[src/pkg/irq_stat_pkg.sv]
// Function
// - tx level-low flag is 1 while tx fill level is at or below tx threshold
// - controller off: flush tx fifo; tx level-low follows state machine activity
// - tx overflow sets on a command write while tx fifo holds 32
// - over/underflow flags hold while disabled, clear when internal enable falls
// - rx level-high flag is 1 while rx fill level reaches rx threshold
// - controller off: flush rx fifo at once; rx level-high clears on the next clock
// - byte arriving into full rx fifo is acked, dropped, sets rx overflow
// - rx underflow sets on a command read while rx fifo is empty
// - read-request flag clears right after its clear register is read
// - mask bits 11..0 gate masked status; reset value 0x8FF
// - broadcast-call flag sets on acked call; clears on disable or clear read
// - start-seen flag sets on any start or repeated start on the bus
// - stop-seen flag sets on any stop on the bus
// - activity flag sticky; clears on disable, two clear reads, or reset
// - slave transmitter sets transmit-done when master withholds ack
// - tx fifo stays flushed while abort flag set, until abort clear read
// - slave read request sets flag and holds clock low until serviced
package irq_stat_pkg;

    // register byte addresses
    localparam logic [31:0] MASKED_STATUS_ADDR = 32'h5000_132C;
    localparam logic [31:0] MASK_ADDR          = 32'h5000_1330;
    localparam logic [31:0] RAW_STATUS_ADDR    = 32'h5000_1334;

    // status / mask bit positions
    localparam int RX_UNDER_BIT  = 0;
    localparam int RX_OVER_BIT   = 1;
    localparam int RX_FULL_BIT   = 2;
    localparam int TX_OVER_BIT   = 3;
    localparam int TX_EMPTY_BIT  = 4;
    localparam int RD_REQ_BIT    = 5;
    localparam int TX_ABORT_BIT  = 6;
    localparam int TX_DONE_BIT   = 7;
    localparam int ACTIVITY_BIT  = 8;
    localparam int STOP_BIT      = 9;
    localparam int START_BIT     = 10;
    localparam int BCAST_BIT     = 11;

    localparam int FLAG_COUNT    = 12;
    localparam int REG_WIDTH     = 16;
    localparam int LEVEL_WIDTH   = 6;

    // reset values
    localparam logic [11:0] MASK_RESET   = 12'h8FF;
    localparam logic [11:0] RAW_RESET    = 12'h000;

    // fifo depth, both directions
    localparam logic [5:0]  FIFO_DEPTH   = 6'h20;
    localparam logic [5:0]  FIFO_EMPTY   = 6'h00;

endpackage : irq_stat_pkg

[src/rtl/irq_status_mask.sv]
`timescale 1ns/1ps
module irq_status_mask
    import irq_stat_pkg::*;
(
    input  wire logic                   sys_clk_i,
    input  wire logic                   rst_n_i,
    input  wire logic                   cen_i,
    // register port
    input  wire logic [31:0]            reg_addr_i,
    input  wire logic                   reg_wr_i,
    input  wire logic                   reg_rd_i,
    input  wire logic [REG_WIDTH-1:0]   reg_wdata_i,
    output logic [REG_WIDTH-1:0]        reg_rdata_o,
    // controller state
    input  wire logic                   enable_bit_i,
    input  wire logic                   internal_enable_signal_i,
    input  wire logic                   fsm_active_i,
    input  wire logic [LEVEL_WIDTH-1:0] tx_level_i,
    input  wire logic [LEVEL_WIDTH-1:0] rx_level_i,
    input  wire logic [LEVEL_WIDTH-1:0] tx_threshold_setting_i,
    input  wire logic [LEVEL_WIDTH-1:0] rx_threshold_setting_i,
    // events from the controller core
    input  wire logic                   data_command_port_wr_i,
    input  wire logic                   data_command_port_rd_i,
    input  wire logic                   rx_byte_i,
    input  wire logic                   broadcast_ack_i,
    input  wire logic                   slave_tx_nack_i,
    input  wire logic                   abort_event_i,
    input  wire logic                   slave_read_req_i,
    // clear register reads
    input  wire logic                   read_request_clear_reg_rd_i,
    input  wire logic                   broadcast_call_clear_reg_rd_i,
    input  wire logic                   bus_busy_clear_reg_rd_i,
    input  wire logic                   combined_interrupt_clear_reg_rd_i,
    input  wire logic                   abort_clear_reg_rd_i,
    // bus pins
    input  wire logic                   scl_i,
    output logic                        scl_o,
    output logic                        scl_oe_o,
    input  wire logic                   sda_i,
    // fifo steering and interrupt
    output logic                        tx_flush_o,
    output logic                        rx_flush_o,
    output logic                        rx_push_o,
    output logic                        rx_drop_o,
    output logic                        rx_ack_o,
    output logic                        irq_o
);

    logic [11:0] interrupt_mask;
    logic [11:0] raw_flag;
    logic [11:0] set_v;
    logic [11:0] clr_v;
    logic [11:0] masked_flag;
    logic        tx_low;
    logic        rx_high;
    logic        tx_low_q;
    logic        rx_high_q;
    logic        ien_d;
    logic        ien_fall;
    logic        rx_full_now;
    logic        clock_hold;
    logic [2:0]  scl_sync;
    logic [2:0]  sda_sync;
    logic        scl_f;
    logic        sda_f;
    logic        sda_d;
    logic        start_ev;
    logic        stop_ev;
    logic        any_clear;
    logic        hit_mask;
    logic        hit_raw;
    logic        hit_masked;

    // address decode; unmapped reads return zero, writes are dropped
    assign hit_mask   = (reg_addr_i == MASK_ADDR);
    assign hit_raw    = (reg_addr_i == RAW_STATUS_ADDR);
    assign hit_masked = (reg_addr_i == MASKED_STATUS_ADDR);

    // mask register, only the low twelve bits are stored
    always_ff @(posedge sys_clk_i or negedge rst_n_i) begin
        if (!rst_n_i) begin
            interrupt_mask <= MASK_RESET;
        end else if (cen_i && reg_wr_i && hit_mask) begin
            interrupt_mask <= reg_wdata_i[11:0];
        end
    end

    // read data is registered; upper nibble always zero
    always_ff @(posedge sys_clk_i or negedge rst_n_i) begin
        if (!rst_n_i) begin
            reg_rdata_o <= '0;
        end else if (cen_i && reg_rd_i) begin
            if (hit_mask) begin
                reg_rdata_o <= {4'h0, interrupt_mask};
            end else if (hit_raw) begin
                reg_rdata_o <= {4'h0, raw_flag};
            end else if (hit_masked) begin
                reg_rdata_o <= {4'h0, masked_flag};
            end else begin
                reg_rdata_o <= '0;
            end
        end
    end

    // falling edge of the internal enable ends the held error flags
    always_ff @(posedge sys_clk_i or negedge rst_n_i) begin
        if (!rst_n_i) begin
            ien_d <= 1'b0;
        end else if (cen_i) begin
            ien_d <= internal_enable_signal_i;
        end
    end
    assign ien_fall = ien_d & ~internal_enable_signal_i;

    // three-flop pin synchronisers; a change counts once stages two and three agree
    always_ff @(posedge sys_clk_i or negedge rst_n_i) begin
        if (!rst_n_i) begin
            scl_sync <= 3'h7;
            sda_sync <= 3'h7;
        end else if (cen_i) begin
            scl_sync <= {scl_sync[1:0], scl_i};
            sda_sync <= {sda_sync[1:0], sda_i};
        end
    end

    // filtered bus levels; idle bus reads high
    always_ff @(posedge sys_clk_i or negedge rst_n_i) begin
        if (!rst_n_i) begin
            scl_f <= 1'b1;
            sda_f <= 1'b1;
            sda_d <= 1'b1;
        end else if (cen_i) begin
            if (scl_sync[1] == scl_sync[2]) begin
                scl_f <= scl_sync[2];
            end
            if (sda_sync[1] == sda_sync[2]) begin
                sda_f <= sda_sync[2];
            end
            sda_d <= sda_f;
        end
    end

    // data edge while clock is high marks start or stop, in either role
    assign start_ev = sda_d & ~sda_f & scl_f;
    assign stop_ev  = ~sda_d & sda_f & scl_f;

    // level flags follow the fill levels each cycle while the controller is enabled
    assign tx_low  = enable_bit_i ? (tx_level_i <= tx_threshold_setting_i)
                                  : fsm_active_i;
    assign rx_high = enable_bit_i & (rx_level_i >= rx_threshold_setting_i);
    always_ff @(posedge sys_clk_i or negedge rst_n_i) begin
        if (!rst_n_i) begin
            tx_low_q  <= 1'b0;
            rx_high_q <= 1'b0;
        end else if (cen_i) begin
            tx_low_q  <= tx_low;
            rx_high_q <= rx_high;
        end
    end

    // rx fifo full: the byte is still acked but never stored
    assign rx_full_now = (rx_level_i == FIFO_DEPTH);
    assign rx_ack_o    = rx_byte_i;
    assign rx_push_o   = rx_byte_i & ~rx_full_now & enable_bit_i;
    assign rx_drop_o   = rx_byte_i & (rx_full_now | ~enable_bit_i);

    // event sources for the sticky flags
    always_comb begin
        set_v               = '0;
        set_v[RX_UNDER_BIT] = data_command_port_rd_i & (rx_level_i == FIFO_EMPTY);
        set_v[RX_OVER_BIT]  = rx_byte_i & rx_full_now;
        set_v[TX_OVER_BIT]  = data_command_port_wr_i & (tx_level_i == FIFO_DEPTH);
        set_v[RD_REQ_BIT]   = slave_read_req_i;
        set_v[TX_ABORT_BIT] = abort_event_i;
        set_v[TX_DONE_BIT]  = slave_tx_nack_i;
        set_v[ACTIVITY_BIT] = fsm_active_i;
        set_v[STOP_BIT]     = stop_ev;
        set_v[START_BIT]    = start_ev;
        set_v[BCAST_BIT]    = broadcast_ack_i;
    end

    // clear sources; the combined clear read empties every event flag
    assign any_clear = combined_interrupt_clear_reg_rd_i;
    always_comb begin
        clr_v               = '0;
        clr_v[RX_UNDER_BIT] = ien_fall | any_clear;
        clr_v[RX_OVER_BIT]  = ien_fall | any_clear;
        clr_v[TX_OVER_BIT]  = ien_fall | any_clear;
        clr_v[RD_REQ_BIT]   = read_request_clear_reg_rd_i | any_clear;
        clr_v[TX_ABORT_BIT] = abort_clear_reg_rd_i | any_clear;
        clr_v[TX_DONE_BIT]  = any_clear;
        clr_v[ACTIVITY_BIT] = ~internal_enable_signal_i | bus_busy_clear_reg_rd_i
                              | any_clear;
        clr_v[STOP_BIT]     = any_clear;
        clr_v[START_BIT]    = any_clear;
        clr_v[BCAST_BIT]    = ~internal_enable_signal_i | broadcast_call_clear_reg_rd_i
                              | any_clear;
    end

    // one sticky cell per event bit; level bits are handled above
    genvar i;
    generate
        for (i = 0; i < FLAG_COUNT; i++) begin : g_flag
            if (i != TX_EMPTY_BIT && i != RX_FULL_BIT) begin : g_cell
                sticky_flag u_flag (
                    .sys_clk_i (sys_clk_i),
                    .rst_n_i   (rst_n_i),
                    .cen_i     (cen_i),
                    .set_i     (set_v[i]),
                    .clear_i   (clr_v[i]),
                    .flag_o    (raw_flag[i])
                );
            end else begin : g_level
                // level bits come from their own flops, so each bit has one driver
                assign raw_flag[i] = (i == TX_EMPTY_BIT) ? tx_low_q : rx_high_q;
            end
        end
    endgenerate

    // clock stretch lasts until software writes the requested byte or the internal enable goes low
    always_ff @(posedge sys_clk_i or negedge rst_n_i) begin
        if (!rst_n_i) begin
            clock_hold <= 1'b0;
        end else if (cen_i) begin
            if (slave_read_req_i) begin
                clock_hold <= 1'b1;
            end else if (data_command_port_wr_i || !internal_enable_signal_i) begin
                clock_hold <= 1'b0;
            end
        end
    end
    assign scl_o    = 1'b0;
    assign scl_oe_o = clock_hold;

    // fifo flushes: disabled controller, and for the tx fifo also a pending abort
    assign tx_flush_o = ~enable_bit_i | raw_flag[TX_ABORT_BIT];
    assign rx_flush_o = ~enable_bit_i;

    // masked view and the single interrupt line
    assign masked_flag = raw_flag & interrupt_mask;
    assign irq_o       = |masked_flag;
endmodule : irq_status_mask

[src/rtl/sticky_flag.sv]
`timescale 1ns/1ps
// one status flag: set wins over clear so no event is lost
module sticky_flag (
    input  wire logic sys_clk_i,
    input  wire logic rst_n_i,
    input  wire logic cen_i,
    input  wire logic set_i,
    input  wire logic clear_i,
    output logic      flag_o
);

    // hold, set or clear only while the clock enable is high
    always_ff @(posedge sys_clk_i or negedge rst_n_i) begin
        if (!rst_n_i) begin
            flag_o <= 1'b0;
        end else if (cen_i) begin
            if (set_i) begin
                flag_o <= 1'b1;
            end else if (clear_i) begin
                flag_o <= 1'b0;
            end
        end
    end

endmodule : sticky_flag

[config.mk]
export PLATFORM = sky130hd
export DESIGN_NAME = irq_status_mask
export DESIGN_NICKNAME = d
export VERILOG_FILES = /design/src/pkg/irq_stat_pkg.sv /design/src/rtl/irq_status_mask.sv /design/src/rtl/sticky_flag.sv
export SDC_FILE = /design/constraint.sdc
export NUM_CORES = 1
export LEC_CHECK = 0
export ABC_AREA = 1
export ABC_CLOCK_PERIOD_IN_PS = 1500
export BUFFER_PORTS_ARGS = -buffer_cell sky130_fd_sc_hd__buf_2
export CORE_MARGIN = 2
export CORE_UTILIZATION = 40
export CTS_BUF_LIST = sky130_fd_sc_hd__clkbuf_8
export DETAILED_ROUTE_END_ITERATION = 7
export GPL_TIMING_DRIVEN = 0
export PLACE_DENSITY = 0.67
export RECOVER_POWER = 25
export SLEW_MARGIN = 20
export SYNTH_ARGS = -nofsm -noshare
export SYNTH_HDL_FRONTEND = slang
export SYNTH_SLANG_ARGS = --single-unit
[constraint.sdc]
create_clock -name sys_clk_i -period 1.5 [get_ports sys_clk_i]
set_input_delay 0.075 -clock sys_clk_i [delete_from_list [all_inputs] [get_ports sys_clk_i]]
set_output_delay 0.075 -clock sys_clk_i [all_outputs]
set_load 0.005 [all_outputs]
==> impl_metrics.ini <==
[cts]
clock_latency_ns = 0.30
root_buffer = clkbuf_8
cts_made_buffers = 5
clockBufferDepth = 2
clkTransAtPathRegs_ns = 0.09
clock-sinks = 47
cts_tree = built
cts-htree-levels = 2

[sta]
fmax_mhz = 687
finalMaxSlewViolations = 0
grt_setup_unrepaired = yes
clock_skew_ns = 0.00770
hold_viol_final = 0
min_period_ns = 1.46
finalSetupViolCount = 0
fin_crit_sh = 0.970
relSlewSlack = 0.259
worst_pin_slew_ns = 1.11

[global_routing]
antenna_found_initial = 0
grt_use_total = 0.182
grt_pass1_vias = 3055
grt_pass1_wl_mm = 13.0
grt_overflow = 0
grt_max_degree = 48

[cells_and_area]
num_antenna_cells = 0
stdcell_count = 700
final_common_cell = nand2_1
fillers = 766
final_cell_mix = 126 x nand2_1, 109 x buf_2, 90 x inv_1
area_delta_synth_final_pct = 32.1
drive_gt1_frac = 0.299
post-route-util = 0.544
nets = 703

[worst_setup_path]
path_cells = nand2_1, inv_1, nor4_2, nand3_1, buf_2
slowest_stage = dfrtp_1
crit_type = flip-flop to output port
r2r-start = interrupt_mask[2]$_DFFE_PN1P_
worstReg2RegEnd = reg_rdata_o[2]$_DFFE_PN0P_
critPathArrivalTime_ns = 1.38
cp_data_required_time_ns = 1.42
r2r_cells = 6
slowest_delay_ns = 0.41
cp_max_fo = 3
start_kind = flip-flop
r2r_slack_ns = 0.43
end_kind = output port

[yosys]
synth.distinct_cells = 30
syn_area_um2 = 3170
seq_area_frac_synth = 0.378
synth-edff-count = 0
netlist_instances = 460
synth.ff_latch_count = 47
ys.warnings.count = 0
ys_async_sr_fraction = 1.00
syn_area_per_cell_um2 = 6.89
ys.flop_type = dfrtp_1

[hold_path]
hold_depth = 3
hp-class = input port to flip-flop
worst_hold_path.endpoint = interrupt_mask[11]$_DFFE_PN1P_
holdCritStartpoint = reg_wdata_i[11]

[power]
power_frac_comb = 0.162
p_leak_nw = 2.41
power.internal_mw = 2.24
switchingPower_uw = 728
clockPowerShare = 0.370
peakVddDrop_uv = 616
swShare = 0.245
power_mw = 2.97
powerDensity_nw_per_um2 = 710
pwr-share-seq = 0.468

[drt]
vias = 3212
wire_per_inst_um = 11.0
first_pass_iters = 4
route.detailed.vias_per_inst = 4.59
drtAntennaViolNets = 0
routed_wl_mm = 7.71
drt_iter0_drc = 100
drc = 0

[status]
outcome = finished clean

[floorplan]
fp-row-count = 32
fp.dieH_um = 93.0
dieArea_um2 = 8650
coreArea_um2 = 7690
num_io_pins = 118
die_w_um = 93.0
start_util = 0.412

[placed_design]
portBuffers = 107
dp_cells = 673
dp_hpwl_mm = 5.96
gp_congestion = 0.869

[job]
maxCapViolCount = 0
==> power groups by stage <==
stage	clock [mW]	combinational, mW	sequential [mW]
after global routing	1.19	0.557	1.40
after detailed placement	0	0.443	1.41
after floorplan	0	0.230	1.40
after CTS	1.13	0.474	1.39
final	1.10	0.481	1.39
after global placement	0	0.427	1.41
==> repair_timing <==
| action | 4_1_cts | 5_1_grt |
|---|---|---|
| setup endpoints to repair | 1 | 1 |
| pin swaps | 0 | 2 |
| hold buffers | 14 | 0 |
| gates cloned | 0 | 0 |
| resized for setup | 1 | 4 |
| setup buffers | 0 | 5 |
| endpoints found under the hold margin | 42 | 0 |
==> critical path, delay by kind of cell (launching register included) <==
family,cells,cell delay (ns)
buffers and inverters,2,0.21
flip-flops,1,0.41
AND/OR/NAND/NOR,3,0.45
==> sequential cells by signal, indices dropped and copies added (netlist names) <==
register,cells
g_flag.g_cell.u_flag.flag_o,10
ien_d,1
interrupt_mask,12
reg_rdata_o,12
rx_high_q,1
scl_f,1
scl_oe_o,1
scl_sync,3
sda_d,1
sda_f,1
sda_sync,3
tx_low_q,1
==> cells in the mapped netlist, types with 2 or more instances <==
cell type,count,area [µm²]
a21oi_1,16,80.1
buf_2,6,30.0
buf_4,7,52.6
buf_6,2,22.5
clkbuf_1,5,18.8
dfrtp_1,29,726
dfstp_2,18,473
ha_1,12,150
inv_1,91,342
nand2_1,126,473
nand2_2,8,50.1
nand3_1,46,230
nand4_1,3,18.8
nor2_1,43,161
nor2_4,2,22.5
nor3_1,3,15.0
nor4_1,5,31.3
o211ai_1,2,15.0
o21ai_0,14,70.1
o21ai_2,12,105
==> worst max path at each step <==
stage | startpoint | end | slack (ns) | cells after the start
2_1_floorplan | reg_addr_i[2] | interrupt_mask[10]$_DFFE_PN0P_ | 0.46 | 9
3_3_place_gp | reg_addr_i[2] | interrupt_mask[10]$_DFFE_PN0P_ | 0.23 | 10
3_5_place_dp | reg_addr_i[2] | interrupt_mask[10]$_DFFE_PN0P_ | 0.19 | 10
4_1_cts | g_flag[6].g_cell.u_flag.flag_o$_DFFE_PN0P_ | irq_o | 0.007 | 5
5_1_grt | g_flag[7].g_cell.u_flag.flag_o$_DFFE_PN0P_ | irq_o | -0.13 | 5
6_report | g_flag[7].g_cell.u_flag.flag_o$_DFFE_PN0P_ | irq_o | 0.04 | 5
==> stage by stage <==
stage	setup TNS [ns]	setup slack, ns	hold WS [ns]	area [µm²]
global route	-0.130	-0.130	0.00150	4180
global placement	0	0.230	0.276	3850
detailed placement	0	0.195	0.287	3850
floorplan	0	0.456	-0.221	3180
finish	0	0.0446	0.00275	4180
CTS	0	0.00734	0.000230	4130
==> layer usage <==
metal	share of wire	wire, µm	track usage
met2	0.47	3620	0.311
met5	0	0	0
met1	0.45	3500	0.237
met3	0.071	546	0.0419
met4	0.0060	46	0.0355
==> cells by family (layout without fill, tap and decap cells) <==
family / Yosys count / after routing / synth area share
AND/OR/NAND/NOR: 240 / 240 / 0.328
other: 1 / 5 / 0.00118
AO/OA/AOI/OAI: 49 / 49 / 0.0983
flip-flops: 47 / 47 / 0.378
adder cells (fa/ha/maj): 12 / 12 / 0.0474
buffers and inverters: 111 / 245 / 0.147
==> area by class of cell <==
cell class,count,area [µm²],share of cell area
flip-flops and latches,47,1200,0.286
clock buffers,5,68.8,0.0164
plain buffers,20,123,0.0293
repair buffers,126,711,0.170
clock inverters,3,67.6,0.0161
inverters,91,342,0.0816
well taps,102,128,0.0305
multi-input cells,306,1550,0.370
No activity file was read; power rests on OpenSTA's default activity.
